--- config.mk ---
export PLATFORM = sky130hd
export DESIGN_NAME = first_loop_ctrl_regs
export DESIGN_NICKNAME = d
export VERILOG_FILES = /design/src/pkg/loop_ctrl_pkg.sv /design/src/pkg/loop_cfg_if.sv /design/src/rtl/loop_mode_ctrl.sv /design/src/rtl/first_loop_ctrl_regs.sv
export SDC_FILE = /design/constraint.sdc
export NUM_CORES = 1
export LEC_CHECK = 0
export BUFFER_PORTS_ARGS = -buffer_cell sky130_fd_sc_hd__buf_4
export CAP_MARGIN = 30
export CORE_AREA = 3 3 128 130
export CTS_CLUSTER_SIZE = 10
export DETAILED_ROUTE_END_ITERATION = 10
export DIE_AREA = 0 0 131 133
export GPL_ROUTABILITY_DRIVEN = 0
export PLACE_DENSITY = 0.61
export RECOVER_POWER = 50
export SLEW_MARGIN = 20
export SYNTH_ARGS = -nofsm -noshare
export SYNTH_HDL_FRONTEND = slang
export SYNTH_SLANG_ARGS = --single-unit
--- constraint.sdc ---
create_clock -name i_ref_clk -period 4.19 [get_ports i_ref_clk]
set_clock_uncertainty 0.1 [all_clocks]
set_input_delay 0.419 -clock i_ref_clk [delete_from_list [all_inputs] [get_ports i_ref_clk]]
set_output_delay 0.419 -clock i_ref_clk [all_outputs]
set_load 0.01 [all_outputs]
--- src/pkg/loop_ctrl_pkg.sv ---
// Constants and types shared by the first-loop control register logic
package loop_ctrl_pkg;

  // Register offsets on the serial register port
  localparam logic [7:0] ADDR_LOOP_CONTROL_FIRST  = 8'h1d;
  localparam logic [7:0] ADDR_LOOP_CONTROL_SECOND = 8'h1e;
  localparam logic [7:0] ADDR_LOOP_MODE_SELECT    = 8'h1f;
  localparam logic [7:0] ADDR_REFERENCE_SELECT    = 8'h20;

  // Field positions, first control register
  localparam int HITLESS_BIT   = 0;
  localparam int BW_LSB        = 1;
  localparam int SLOPE_LSB     = 4;
  localparam int HS_BW_LSB     = 6;
  // Field positions, second control register
  localparam int REVERT_BIT    = 0;
  localparam int RSVD_LSB      = 1;
  localparam int UPDATE_LSB    = 4;
  localparam int POST_FILT_LSB = 6;
  // Field positions, mode and reference-select registers
  localparam int MODE_LSB      = 0;
  localparam int REFSEL_LSB    = 0;

  // Field values after reset
  localparam logic [1:0] SLOPE_RESET      = 2'h3;  // Unlimited
  localparam logic [1:0] HS_BW_RESET      = 2'h1;  // 1.0 MHz
  localparam logic [2:0] BW_RESET_MASTER  = 3'h6;  // Fast lock
  localparam logic [2:0] BW_RESET_SLAVE   = 3'h5;  // 890 Hz
  localparam logic [2:0] BW_HIGH_STAB     = 3'h7;  // Takes bandwidth from bits 7:6
  localparam logic       REVERT_RESET     = 1'b0;
  localparam logic [2:0] RSVD_RESET       = 3'h2;
  localparam logic [1:0] UPDATE_RESET     = 2'h0;  // 26 ms
  localparam logic [1:0] POST_FILT_MASTER = 2'h0;  // Bypass
  localparam logic [1:0] POST_FILT_SLAVE  = 2'h1;  // 18 mHz
  localparam logic [1:0] MODE_RESET       = 2'h0;  // Until straps are caught
  localparam logic [3:0] REFSEL_RESET     = 4'h0;

  // Operating modes of the mode field
  typedef enum logic [1:0] {
    MODE_MANUAL_NORMAL   = 2'h0,
    MODE_MANUAL_HOLDOVER = 2'h1,
    MODE_MANUAL_FREERUN  = 2'h2,
    MODE_AUTO_NORMAL     = 2'h3
  } loop_mode_t;

  // Loop condition reported to the datapath
  typedef enum logic [1:0] {
    LOOP_FREERUN  = 2'h0,
    LOOP_NORMAL   = 2'h1,
    LOOP_HOLDOVER = 2'h2
  } loop_state_t;

  // Holdover refresh timing: a 1 ms tick and intervals counted in ticks
  localparam int  TICK_PERIOD_NS = 1000000;
  localparam int  CLK_PERIOD_NS  = 8;
  localparam int  TICK_CYCLES    = TICK_PERIOD_NS / CLK_PERIOD_NS;
  localparam int  TICK_CNT_W     = 17;
  localparam int  IVL_CNT_W      = 16;
  localparam logic [15:0] IVL_26MS_TICKS = 16'd26;
  localparam logic [15:0] IVL_1S_TICKS   = 16'd1000;
  localparam logic [15:0] IVL_10S_TICKS  = 16'd10000;
  localparam logic [15:0] IVL_60S_TICKS  = 16'd60000;

  // Edges after reset release before straps are loaded
  localparam logic [1:0] STRAP_SETTLE = 2'h2;

endpackage : loop_ctrl_pkg

--- src/pkg/loop_cfg_if.sv ---
// Carrier between the register bank and the loop mode controller
`timescale 1ns/1ps
interface loop_cfg_if;
  import loop_ctrl_pkg::*;

  loop_mode_t  mode;
  logic [3:0]  manual_ref;
  logic        revert_en;
  logic [1:0]  update_sel;
  loop_state_t state;
  logic [3:0]  active_ref;
  logic        refresh;

  modport regs (output mode, manual_ref, revert_en, update_sel,
                input  state, active_ref, refresh);
  modport ctrl (input  mode, manual_ref, revert_en, update_sel,
                output state, active_ref, refresh);
endinterface : loop_cfg_if

--- src/rtl/loop_mode_ctrl.sv ---
// Loop mode state machine, reference choice and holdover refresh timer
`timescale 1ns/1ps
module loop_mode_ctrl
  import loop_ctrl_pkg::*;
#(
  parameter int NUM_REFS    = 9,
  parameter int TICK_CYCLES = loop_ctrl_pkg::TICK_CYCLES
) (
  // Clock and reset
  input  wire logic                i_ref_clk,
  input  wire logic                i_rst_n,
  // Reference qualification, synchronised
  input  wire logic [NUM_REFS-1:0] i_ref_ok,
  // Configuration and status
  loop_cfg_if.ctrl                 cfg
);

  loop_state_t           state_q;
  logic [3:0]            active_q;
  logic [TICK_CNT_W-1:0] tick_cnt_q;
  logic [IVL_CNT_W-1:0]  ivl_cnt_q;
  logic                  refresh_q;
  logic                  tick;
  logic [IVL_CNT_W-1:0]  ivl_len;
  logic [3:0]            best;
  logic                  any_ok;
  logic                  manual_ok;
  logic                  active_ok;

  // Lowest index wins among qualified references
  always_comb begin
    best   = 4'h0;
    any_ok = 1'b0;
    for (int i = NUM_REFS - 1; i >= 0; i--) begin
      if (i_ref_ok[i]) begin
        best   = 4'(i);
        any_ok = 1'b1;
      end
    end
  end

  assign manual_ok = (32'(cfg.manual_ref) < NUM_REFS) && i_ref_ok[cfg.manual_ref];
  assign active_ok = (32'(active_q) < NUM_REFS) && i_ref_ok[active_q];

  // Loop state follows the mode field on the next clock edge
  always_ff @(posedge i_ref_clk or negedge i_rst_n) begin
    if (!i_rst_n) begin
      state_q <= LOOP_FREERUN;
    end else begin
      unique case (cfg.mode)
        MODE_MANUAL_NORMAL:   state_q <= manual_ok ? LOOP_NORMAL :
                                         (state_q == LOOP_FREERUN ? LOOP_FREERUN
                                                                  : LOOP_HOLDOVER);
        MODE_MANUAL_HOLDOVER: state_q <= LOOP_HOLDOVER;
        MODE_MANUAL_FREERUN:  state_q <= LOOP_FREERUN;
        MODE_AUTO_NORMAL:     state_q <= any_ok ? LOOP_NORMAL :
                                         (state_q == LOOP_FREERUN ? LOOP_FREERUN
                                                                  : LOOP_HOLDOVER);
      endcase
    end
  end

  // Active reference: manual choice, or automatic switching
  always_ff @(posedge i_ref_clk or negedge i_rst_n) begin
    if (!i_rst_n) begin
      active_q <= REFSEL_RESET;
    end else if (cfg.mode == MODE_MANUAL_NORMAL) begin
      active_q <= cfg.manual_ref;
    end else if (cfg.mode == MODE_AUTO_NORMAL && any_ok) begin
      if (!active_ok || cfg.revert_en) begin
        active_q <= best;
      end
    end
  end

  // Millisecond tick divider
  assign tick = (tick_cnt_q == TICK_CNT_W'(TICK_CYCLES - 1));
  always_ff @(posedge i_ref_clk or negedge i_rst_n) begin
    if (!i_rst_n) begin
      tick_cnt_q <= '0;
    end else begin
      tick_cnt_q <= tick ? '0 : tick_cnt_q + 1'b1;
    end
  end

  // Interval length in ticks
  always_comb begin
    unique case (cfg.update_sel)
      2'h0:    ivl_len = IVL_26MS_TICKS;
      2'h1:    ivl_len = IVL_1S_TICKS;
      2'h2:    ivl_len = IVL_10S_TICKS;
      default: ivl_len = IVL_60S_TICKS;
    endcase
  end

  // Holdover value refresh only while locked
  always_ff @(posedge i_ref_clk or negedge i_rst_n) begin
    if (!i_rst_n) begin
      ivl_cnt_q <= '0;
      refresh_q <= 1'b0;
    end else if (state_q != LOOP_NORMAL) begin
      ivl_cnt_q <= '0;
      refresh_q <= 1'b0;
    end else if (tick) begin
      refresh_q <= (ivl_cnt_q >= ivl_len - 1'b1);
      ivl_cnt_q <= (ivl_cnt_q >= ivl_len - 1'b1) ? '0 : ivl_cnt_q + 1'b1;
    end else begin
      refresh_q <= 1'b0;
    end
  end

  assign cfg.state      = state_q;
  assign cfg.active_ref = active_q;
  assign cfg.refresh    = refresh_q;

endmodule : loop_mode_ctrl

--- src/rtl/first_loop_ctrl_regs.sv ---
// Control and mode register bank for the first loop
//
// Summary of operation
// - Slope limit bits 5:4, reset unlimited
// - High-stability bandwidth bits 7:6, reset 1.0 MHz
// - High-stability bandwidth used only when bandwidth 111
// - Revertive switching enable, reset non-revertive
// - Holdover update interval 26 ms to 60 s
// - Holdover post-filter bypass, 18 mHz, 0.6, 10 Hz
// - Post-filter reset follows slave-enable pin
// - Manual normal tracks reference-select register
// - Manual normal enters holdover on reference failure
// - Manual holdover stays in holdover
// - Manual free-run stays in free-run
// - Automatic normal locks best qualified reference
// - Active failure switches to lowest-index qualified
// - No qualified reference means holdover, except from free-run
// - Mode reset value from mode strap pins
// - Bandwidth code 111 selects high-stability bandwidth
// - Reference select: read in auto, write manual
`timescale 1ns/1ps
module first_loop_ctrl_regs
  import loop_ctrl_pkg::*;
#(
  parameter int NUM_REFS    = 9,
  parameter int TICK_CYCLES = loop_ctrl_pkg::TICK_CYCLES
) (
  // Clock and reset
  input  wire logic                i_ref_clk,
  input  wire logic                i_rst_n,
  // Register port behind the serial interface
  input  wire logic [7:0]          i_reg_addr,
  input  wire logic                i_reg_wr,
  input  wire logic                i_reg_rd,
  input  wire logic [7:0]          i_reg_wdata,
  output      logic [7:0]          o_reg_rdata,
  // Strap pins
  input  wire logic                i_slave_en,
  input  wire logic                i_hitless_pin,
  input  wire logic [1:0]          i_mode_strap_pins,
  // Reference monitor results
  input  wire logic [NUM_REFS-1:0] i_ref_qualified,
  // Loop configuration outputs
  output      logic                o_phase_realign,
  output      logic [2:0]          o_loop_bw_sel,
  output      logic                o_high_stability_en,
  output      logic [1:0]          o_high_stability_bw,
  output      logic [1:0]          o_phase_slope_limit,
  output      logic                o_revert_en,
  output      logic [1:0]          o_holdover_update,
  output      logic [1:0]          o_holdover_post_filter,
  // Loop status outputs
  output      logic [1:0]          o_loop_mode,
  output      logic [1:0]          o_loop_state,
  output      logic                o_auto_switch_en,
  output      logic [3:0]          o_active_ref,
  output      logic                o_holdover_refresh
);

  loop_cfg_if cfg ();

  logic [3:0]          strap_s1_q;
  logic [3:0]          strap_s2_q;
  logic [NUM_REFS-1:0] ref_s1_q;
  logic [NUM_REFS-1:0] ref_s2_q;
  logic [1:0]          settle_q;
  logic                strap_load;
  logic [7:0]          ctrl_first_q;
  logic [7:0]          ctrl_second_q;
  logic [1:0]          mode_q;
  logic [3:0]          refsel_q;
  logic [7:0]          rdata_q;
  logic                wr_first;
  logic                wr_second;
  logic                wr_mode;
  logic                wr_refsel;
  logic                slave_s;
  logic                hitless_s;
  logic [1:0]          mode_pins_s;

  // Two-stage synchronisers for pins and monitor inputs
  always_ff @(posedge i_ref_clk or negedge i_rst_n) begin
    if (!i_rst_n) begin
      strap_s1_q <= 4'h0;
      strap_s2_q <= 4'h0;
      ref_s1_q   <= '0;
      ref_s2_q   <= '0;
    end else begin
      strap_s1_q <= {i_mode_strap_pins, i_hitless_pin, i_slave_en};
      strap_s2_q <= strap_s1_q;
      ref_s1_q   <= i_ref_qualified;
      ref_s2_q   <= ref_s1_q;
    end
  end

  assign slave_s     = strap_s2_q[0];
  assign hitless_s   = strap_s2_q[1];
  assign mode_pins_s = strap_s2_q[3:2];

  // One-shot strap load once the synchronisers have settled
  always_ff @(posedge i_ref_clk or negedge i_rst_n) begin
    if (!i_rst_n) begin
      settle_q <= 2'h0;
    end else if (settle_q != STRAP_SETTLE + 2'h1) begin
      settle_q <= settle_q + 2'h1;
    end
  end
  assign strap_load = (settle_q == STRAP_SETTLE);

  // Address decode of write strobes
  assign wr_first  = i_reg_wr && (i_reg_addr == ADDR_LOOP_CONTROL_FIRST);
  assign wr_second = i_reg_wr && (i_reg_addr == ADDR_LOOP_CONTROL_SECOND);
  assign wr_mode   = i_reg_wr && (i_reg_addr == ADDR_LOOP_MODE_SELECT);
  assign wr_refsel = i_reg_wr && (i_reg_addr == ADDR_REFERENCE_SELECT);

  // First control register
  always_ff @(posedge i_ref_clk or negedge i_rst_n) begin
    if (!i_rst_n) begin
      ctrl_first_q[HITLESS_BIT]             <= 1'b1;
      ctrl_first_q[BW_LSB+:3]               <= BW_RESET_MASTER;
      ctrl_first_q[SLOPE_LSB+:2]            <= SLOPE_RESET;
      ctrl_first_q[HS_BW_LSB+:2]            <= HS_BW_RESET;
    end else if (strap_load) begin
      ctrl_first_q[HITLESS_BIT] <= !(hitless_s && !slave_s);
      ctrl_first_q[BW_LSB+:3]   <= slave_s ? BW_RESET_SLAVE : BW_RESET_MASTER;
    end else if (wr_first) begin
      ctrl_first_q <= i_reg_wdata;
    end
  end

  // Second control register
  always_ff @(posedge i_ref_clk or negedge i_rst_n) begin
    if (!i_rst_n) begin
      ctrl_second_q[REVERT_BIT]      <= REVERT_RESET;
      ctrl_second_q[RSVD_LSB+:3]     <= RSVD_RESET;
      ctrl_second_q[UPDATE_LSB+:2]   <= UPDATE_RESET;
      ctrl_second_q[POST_FILT_LSB+:2] <= POST_FILT_MASTER;
    end else if (strap_load) begin
      ctrl_second_q[POST_FILT_LSB+:2] <= slave_s ? POST_FILT_SLAVE
                                                 : POST_FILT_MASTER;
    end else if (wr_second) begin
      ctrl_second_q <= i_reg_wdata;
    end
  end

  // Mode register, upper bits not stored
  always_ff @(posedge i_ref_clk or negedge i_rst_n) begin
    if (!i_rst_n) begin
      mode_q <= MODE_RESET;
    end else if (strap_load) begin
      mode_q <= mode_pins_s;
    end else if (wr_mode) begin
      mode_q <= i_reg_wdata[MODE_LSB+:2];
    end
  end

  // Reference select, writable only in manual normal mode
  always_ff @(posedge i_ref_clk or negedge i_rst_n) begin
    if (!i_rst_n) begin
      refsel_q <= REFSEL_RESET;
    end else if (wr_refsel && mode_q == MODE_MANUAL_NORMAL) begin
      refsel_q <= i_reg_wdata[REFSEL_LSB+:4];
    end
  end

  // Read data registered on a read strobe, unmapped reads zero
  always_ff @(posedge i_ref_clk or negedge i_rst_n) begin
    if (!i_rst_n) begin
      rdata_q <= 8'h00;
    end else if (i_reg_rd) begin
      unique case (i_reg_addr)
        ADDR_LOOP_CONTROL_FIRST:  rdata_q <= ctrl_first_q;
        ADDR_LOOP_CONTROL_SECOND: rdata_q <= ctrl_second_q;
        ADDR_LOOP_MODE_SELECT:    rdata_q <= {6'h00, mode_q};
        ADDR_REFERENCE_SELECT:    rdata_q <= {4'h0, cfg.active_ref};
        default:                  rdata_q <= 8'h00;
      endcase
    end
  end
  assign o_reg_rdata = rdata_q;

  // Configuration to the mode controller
  assign cfg.mode       = loop_mode_t'(mode_q);
  assign cfg.manual_ref = refsel_q;
  assign cfg.revert_en  = ctrl_second_q[REVERT_BIT];
  assign cfg.update_sel = ctrl_second_q[UPDATE_LSB+:2];

  loop_mode_ctrl #(
    .NUM_REFS    (NUM_REFS),
    .TICK_CYCLES (TICK_CYCLES)
  ) u_mode_ctrl (
    .i_ref_clk (i_ref_clk),
    .i_rst_n   (i_rst_n),
    .i_ref_ok  (ref_s2_q),
    .cfg       (cfg.ctrl)
  );

  // Loop configuration outputs
  assign o_phase_realign        = ctrl_first_q[HITLESS_BIT];
  assign o_loop_bw_sel          = ctrl_first_q[BW_LSB+:3];
  assign o_high_stability_en    = (ctrl_first_q[BW_LSB+:3] == BW_HIGH_STAB);
  assign o_high_stability_bw    = ctrl_first_q[HS_BW_LSB+:2];
  assign o_phase_slope_limit    = ctrl_first_q[SLOPE_LSB+:2];
  assign o_revert_en            = ctrl_second_q[REVERT_BIT];
  assign o_holdover_update      = ctrl_second_q[UPDATE_LSB+:2];
  assign o_holdover_post_filter = ctrl_second_q[POST_FILT_LSB+:2];

  // Loop status outputs
  assign o_loop_mode        = mode_q;
  assign o_loop_state       = cfg.state;
  assign o_auto_switch_en   = (mode_q == MODE_AUTO_NORMAL);
  assign o_active_ref       = cfg.active_ref;
  assign o_holdover_refresh = cfg.refresh;

endmodule : first_loop_ctrl_regs

Yosys cells after proc, flatten, opt, wreduce, memory -nomap -nowiden
Cells that the tools add are included.
{ "classes": {"magnitude_cmp": 5, "reduce_logical": 25, "eq_ne": 14, "shifts": 0, "n_mul": 0, "n_bitwise": 1, "div_mod_pow": 0, "n_addsub": 4, "muxes": 45} }
{ "ops": {"columns": ["operator", "n"], "rows": [
  ["4-bit two-way mux", 14],
  ["16-bit two-way mux", 3],
  ["16-bit one-hot mux with 3 select lines", 1],
  ["8-bit one-hot mux with 4 select lines", 1],
  ["8-bit by 5-bit == test with 1-bit output, second input constant", 3],
  ["17-bit by 1-bit adder with 17-bit output, second input constant", 1],
  ["17-bit == test, second input constant", 1],
  ["17-bit two-way mux", 1],
  ["16-bit by 1-bit adder with 16-bit output, second input constant", 1],
  ["16-bit >= comparator", 1],
  ["16-bit by 1-bit subtractor with 16-bit output, second input constant", 1],
  ["1-bit two-way mux", 14],
  ["2-bit two-way mux", 7],
  ["2-bit nonzero test", 6],
  ["4-bit by 5-bit less-than comparator with 1-bit output, second input constant", 2],
  ["1-bit logical AND", 9],
  ["1-bit binary-select mux with 4-bit select", 2],
  ["2-bit == test, second input constant", 4],
  ["8-bit by 6-bit == test with 1-bit output, second input constant", 1],
  ["4-bit less-than comparator, second input constant", 2],
  ["8-bit two-way mux", 1],
  ["2-bit one-hot mux with 4 select lines", 1],
  ["2-bit logical NOT", 3],
  ["2-bit AND reduction", 3],
  ["other kinds (8)", 11]
]} }
{ "word_totals": {"in_bits": 33, "rom_bits": 0, "wordCells": 111, "latch_bits": 0, "mem_count": 0, "reg_bits": 98, "mem_bits_rw": 0} }

Longest topological paths before layout
{ "logic_depth": {"ltp_word": 12, "mapped_depth": 12} }

Hierarchy
From an unflattened synthesis, not the netlist that was laid out.
{ "unflattened": {"cells_unflattened": 438, "hier_area_um2": 4928.5} }
{ "by_module_without_submodules": {"columns": ["mod", "area_per_inst_um2", "n_inst", "cells_per_inst"], "rows": [
  ["loop_mode_ctrl", 2603.7, 1, 272],
  ["first_loop_ctrl_regs", 2324.7, 1, 166]
]} }

Worst setup path before layout
No wires, ideal clock.
{ "synth_path": {"kind": "reg-to-reg", "startpoint": "reg ctrl_second_q[5]", "endpoint": "reg u_mode_ctrl.ivl_cnt_q[10]", "stages_incl_launch_ff": 13, "synth_period_minus_slack_ns": 2.529, "n_path_buf": 0, "t_arrival_ns": 2.349, "setup_time_ns": 0.080, "slack_ns": 1.661, "cell_sequence": "dfrtp_1 -> inv_1 -> ha_1 -> inv_1 -> a21oi_1 -> nor2_1 -> nor3_1 -> ha_1 -> nand2_1 -> o21ai_0 -> a211oi_1 -> o211ai_1 -> a21oi_1"} }
{ "synth_between": {"elab_chain_cells": 7, "elab_cells_between_ends": 9, "cone_classes": "add/sub: 1; order compare: 1; eq/ne: 2; mux: 4; reduce/logical: 1"} }
{ "synth_lines": {"columns": ["element", "line", "source"], "rows": [
  ["start: declaration", "first_loop_ctrl_regs.sv:69", "logic [7:0] ctrl_second_q;"],
  ["start signal: indexed assignment", "first_loop_ctrl_regs.sv:139", "ctrl_second_q[POST_FILT_LSB+:2] <= slave_s ? POST_FILT_SLAVE"],
  ["start signal: assignment", "first_loop_ctrl_regs.sv:142", "ctrl_second_q <= i_reg_wdata;"],
  ["2-bit == test, or another cell as far along", "loop_mode_ctrl.sv:88", "unique case (cfg.update_sel)"],
  ["16-bit one-hot mux with 3 select lines *", "loop_mode_ctrl.sv:88", null],
  ["16-bit by 1-bit subtractor with 16-bit output *", "loop_mode_ctrl.sv:106", "ivl_cnt_q <= (ivl_cnt_q >= ivl_len - 1'b1) ? '0 : ivl_cnt_q + 1'b1;"],
  ["16-bit >= comparator *", "loop_mode_ctrl.sv:106", null],
  ["16-bit two-way mux *", "loop_mode_ctrl.sv:106", null],
  ["16-bit two-way mux *", "loop_mode_ctrl.sv:104", "end else if (tick) begin"],
  ["16-bit two-way mux *", "loop_mode_ctrl.sv:101", "end else if (state_q != LOOP_NORMAL) begin"],
  ["end signal: assignment", "loop_mode_ctrl.sv:106", null],
  ["end: declaration", "loop_mode_ctrl.sv:21", "logic [IVL_CNT_W-1:0] ivl_cnt_q;"]
]} }
Mark *: on every way between the ends. The rest lies on a longest branch, timed or not. The select of a mux whose other input is x is not followed.
A chain may end at the register's enable or synchronous reset.

Worst setup path in the final report
{ "layout_path": {"startpoint": "reg ctrl_second_q[5]", "endpoint": "reg u_mode_ctrl.ivl_cnt_q[3]"} }
Same word-level chain as after synthesis.

==> impl_metrics.py <==
metrics = {
    "logic_synthesis": {
        "yosys.area.top_type": "dfrtp_1",
        "synth.ff_latch_count": 98,
        "postSynthNetCount": 506,
        "yosys_most_used_dff": "dfrtp_1",
        "yosys-top-cells-count": "dfrtp_1 (91), nand2_1 (42), inv_1 (27), ha_1 (25), nor2_1 (25)",
        "yosysSeqAreaShare_pct": 50.03,
        "ys_types": 66,
        "async_reset_ff_share_pct": 100.0,
        "synth_top_area_share_pct": 46.29,
        "yosysMostFrequentCell": "dfrtp_1",
        "syn_avg_cell_area_sq_um": 10.98,
        "synth_edf_count": 0,
        "yosys_warnings": 0,
        "syn_area_sq_um": 4920,
        "synth_cells": 448,
        "synthTopCellsByArea": "dfrtp_1 (46%), ha_1 (6.4%), dfstp_2 (3.7%), nand2_1 (3.2%), mux2_2 (2.7%)",
    },
    "finish": {
        "fin_cells": 732,
        "diodes": 0,
        "layout-drive-gt1-share_pct": 21.11,
        "layout.nets": 574,
        "final_util_pct": 38.40,
        "syn2layout_area_growth_pct": 19.10,
    },
    "floorplan": {
        "start_util_pct": 32.24,
        "die_area_sq_um": 17420,
        "num_rows": 45,
        "design.core.area_sq_um": 15260,
        "ios": 65,
        "die_x_um": 131,
        "die_h_um": 133,
    },
    "clock_tree": {
        "ctsHtreeMaxLevel": 3,
        "tritoncts": "yes",
        "cts_made_buffers": 9,
        "clk_pin_slew_ps": 70,
        "cts_setup_buffers": 0,
        "cts-root-buf": "clkbuf_16",
        "clkLatencyLatePin_ps": 350,
        "postCtsResizedCells": 0,
        "cts.sinks": 98,
        "cts_hold_buf": 0,
        "clock_path_buffers": 2,
    },
    "drt": {
        "routed_wl_um": 11090,
        "wl_per_cell_um": 15.15,
        "drtIter0Drc": 274,
        "via_per_inst": 4.990,
        "firstDrtPassIters": 5,
        "vias": 3653,
        "drcViolationCount": 0,
        "ant_nets": 0,
    },
    "setup_path": {
        "crit_path_end_kind": "flop",
        "worst_path_largest_cell_delay_ps": 520,
        "cp_cell_sequence": "inv_1 -> ha_1 -> inv_1 -> a21oi_1 -> nor2_1 -> nor3_1 -> ha_1 -> nand2_1 -> o21ai_0 -> a211oi_1 -> o211ai_1 -> a21oi_1",
        "critPathSlowestCell": "a211oi_1",
        "start_kind": "flop",
        "cp.required_ps": 4360,
        "crit_fanout": 9,
        "path_class": "reg -> reg",
        "cp.arrival_ps": 3250,
    },
    "sta": {
        "slew_headroom_pct": 4.289,
        "min_period_ps": 3080,
        "fmax_mhz": 324.7,
        "period_share_pct": 73.51,
        "worst_pin_slew_ps": 1436,
        "tns_ps": 0,
        "setup_violations": 0,
        "report.final.hold_viol_count": 0,
        "drv_slew": 0,
        "whs_ps": 91.82,
        "rsz0062_at_grt": "false",
    },
    "power": {
        "total_power_mw": 1.996,
        "vdd_drop_max_uv": 194.3,
        "p_leak_nw": 2.569,
        "p_per_area_nw_per_um2": 340.7,
    },
    "grt": {
        "grt_pass1_wl_um": 19130,
        "grt_use_met3_pct": 3.956,
        "grt_pass1_vias": 3784,
        "grtUsageMet1_pct": 18.23,
        "antenna_found_initial": 0,
        "grtUsageTotal_pct": 13.53,
        "use_met2_pct": 21.05,
        "busiest_layer": "met2",
        "grt-ovfl-total": 0,
        "grt_max_degree": 72,
    },
    "min_path": {
        "hold_path.class": "in -> reg",
    },
    "placement": {
        "dpl.hpwl_um": 8097,
        "port_buffers": 64,
        "placed_cells": 713,
    },
    "run_status": {
        "status": "complete, no violations",
    },
    "run": {
        "cap_viol_max_count": 0,
    },
}
cells in the final DEF, fill, tap and decap left out, types with 4 or more instances in the layout:
master      n
dfrtp_1    91
buf_4      43
nand2_1    42
inv_1      27
nor2_1     25
ha_1       25
o21ai_0    22
a21oi_1    20
nand3_1    19
xnor2_1    15
clkbuf_4   13
xor2_1     12
mux2_2     12
clkbuf_1   12
clkbuf_16   9
mux2i_1     8
nor3_1      8
nand4_1     7
dfstp_2     7
o22ai_1     6
a21o_1      5
a211oi_1    5
nor4_1      4
a22oi_1     4
a222oi_1    4
metal layers:
metal	routed length, um	vias to the layer above
met3	556	12
met2	5223	82
met5	0	-
met4	167	0
met1	5143	1794
li1	-	1765
cells by family (layout without fill, tap and decap cells):
group                      count (synthesis)  after routing  share of synthesized area, %
DFF                                       98             98                         50.03
other                                      1              1                       0.07622
AOI/OAI and AO/OA                         90             90                         12.31
adders and majority gates                 25             25                         6.358
and+or+nand+nor                          143            143                         16.30
xor gates and xnor gates                  27             27                         4.807
muxes                                     24             24                         6.282
buffers and inverters                     40            113                         3.840
path summary, 6_finish.rpt:
| check | start | to | slack, ps | cells after the start |
|---|---|---|---|---|
| hold reg to reg | ref_s1_q[4]$_DFF_PN0_ | ref_s2_q[4]$_DFF_PN0_ | 250 | 0 |
| setup reg to reg | ctrl_second_q[5]$_DFFE_PN0P_ | u_mode_ctrl.ivl_cnt_q[3]$_DFFE_PN0P_ | 1110 | 12 |
| setup / recovery | ctrl_second_q[5]$_DFFE_PN0P_ | u_mode_ctrl.ivl_cnt_q[3]$_DFFE_PN0P_ | 1110 | 12 |
| min in group asynchronous | i_rst_n | u_mode_ctrl.tick_cnt_q[0]$_DFF_PN0_ | 500 | 2 |
| max in group asynchronous | i_rst_n | ctrl_first_q[5]$_DFFE_PN1P_ | 1370 | 4 |
| hold / removal | i_slave_en | strap_s1_q[0]$_DFF_PN0_ | 90 | 1 |
metrics by stage:
step	cell area, sq um	setup WS (ps)
after CTS	5881	1111
final	5859	1110
after floorplan	4920	1661
after detailed placement	5599	1176
after global placement	5599	1312
after global routing	5859	792.5
sequential cells by signal, indices dropped and copies added, names as in the netlist:
name                        cells
u_mode_ctrl.tick_cnt_q         17
u_mode_ctrl.ivl_cnt_q          16
ref_s1_q                        9
ref_s2_q                        9
ctrl_first_q                    8
ctrl_second_q                   8
o_reg_rdata                     8
cfg.manual_ref                  4
strap_s1_q                      4
strap_s2_q                      4
u_mode_ctrl.cfg.active_ref      4
o_loop_mode                     2
settle_q                        2
u_mode_ctrl.cfg.state           2
u_mode_ctrl.cfg.refresh         1
cell type report:
cell class,count,area (sq um)
Fill cell,1489,9399
Sequential cell,98,2461
Multi-Input combinational cell,310,2270
Timing Repair Buffer,70,481.7
Tap cell,211,264.0
Clock buffer,11,242.7
Inverter,27,101.3
Clock inverter,5,38.79
worst max-delay path, delay by kind of cell, from the launching register on:
| family | cells | cell delay (ps) |
|---|---|---|
| compound gates | 5 | 1500 |
| fa+ha+maj | 2 | 420 |
| buf+inv | 2 | 250 |
| flops | 1 | 440 |
| simple gates | 3 | 290 |
where the power goes:
group / internal (mW) / switching [mW]
registers: 0.981 / 0.0399
clock network: 0.422 / 0.365
logic: 0.0864 / 0.101
total: 1.49 / 0.506
No activity file was read; power rests on OpenSTA's default activity.
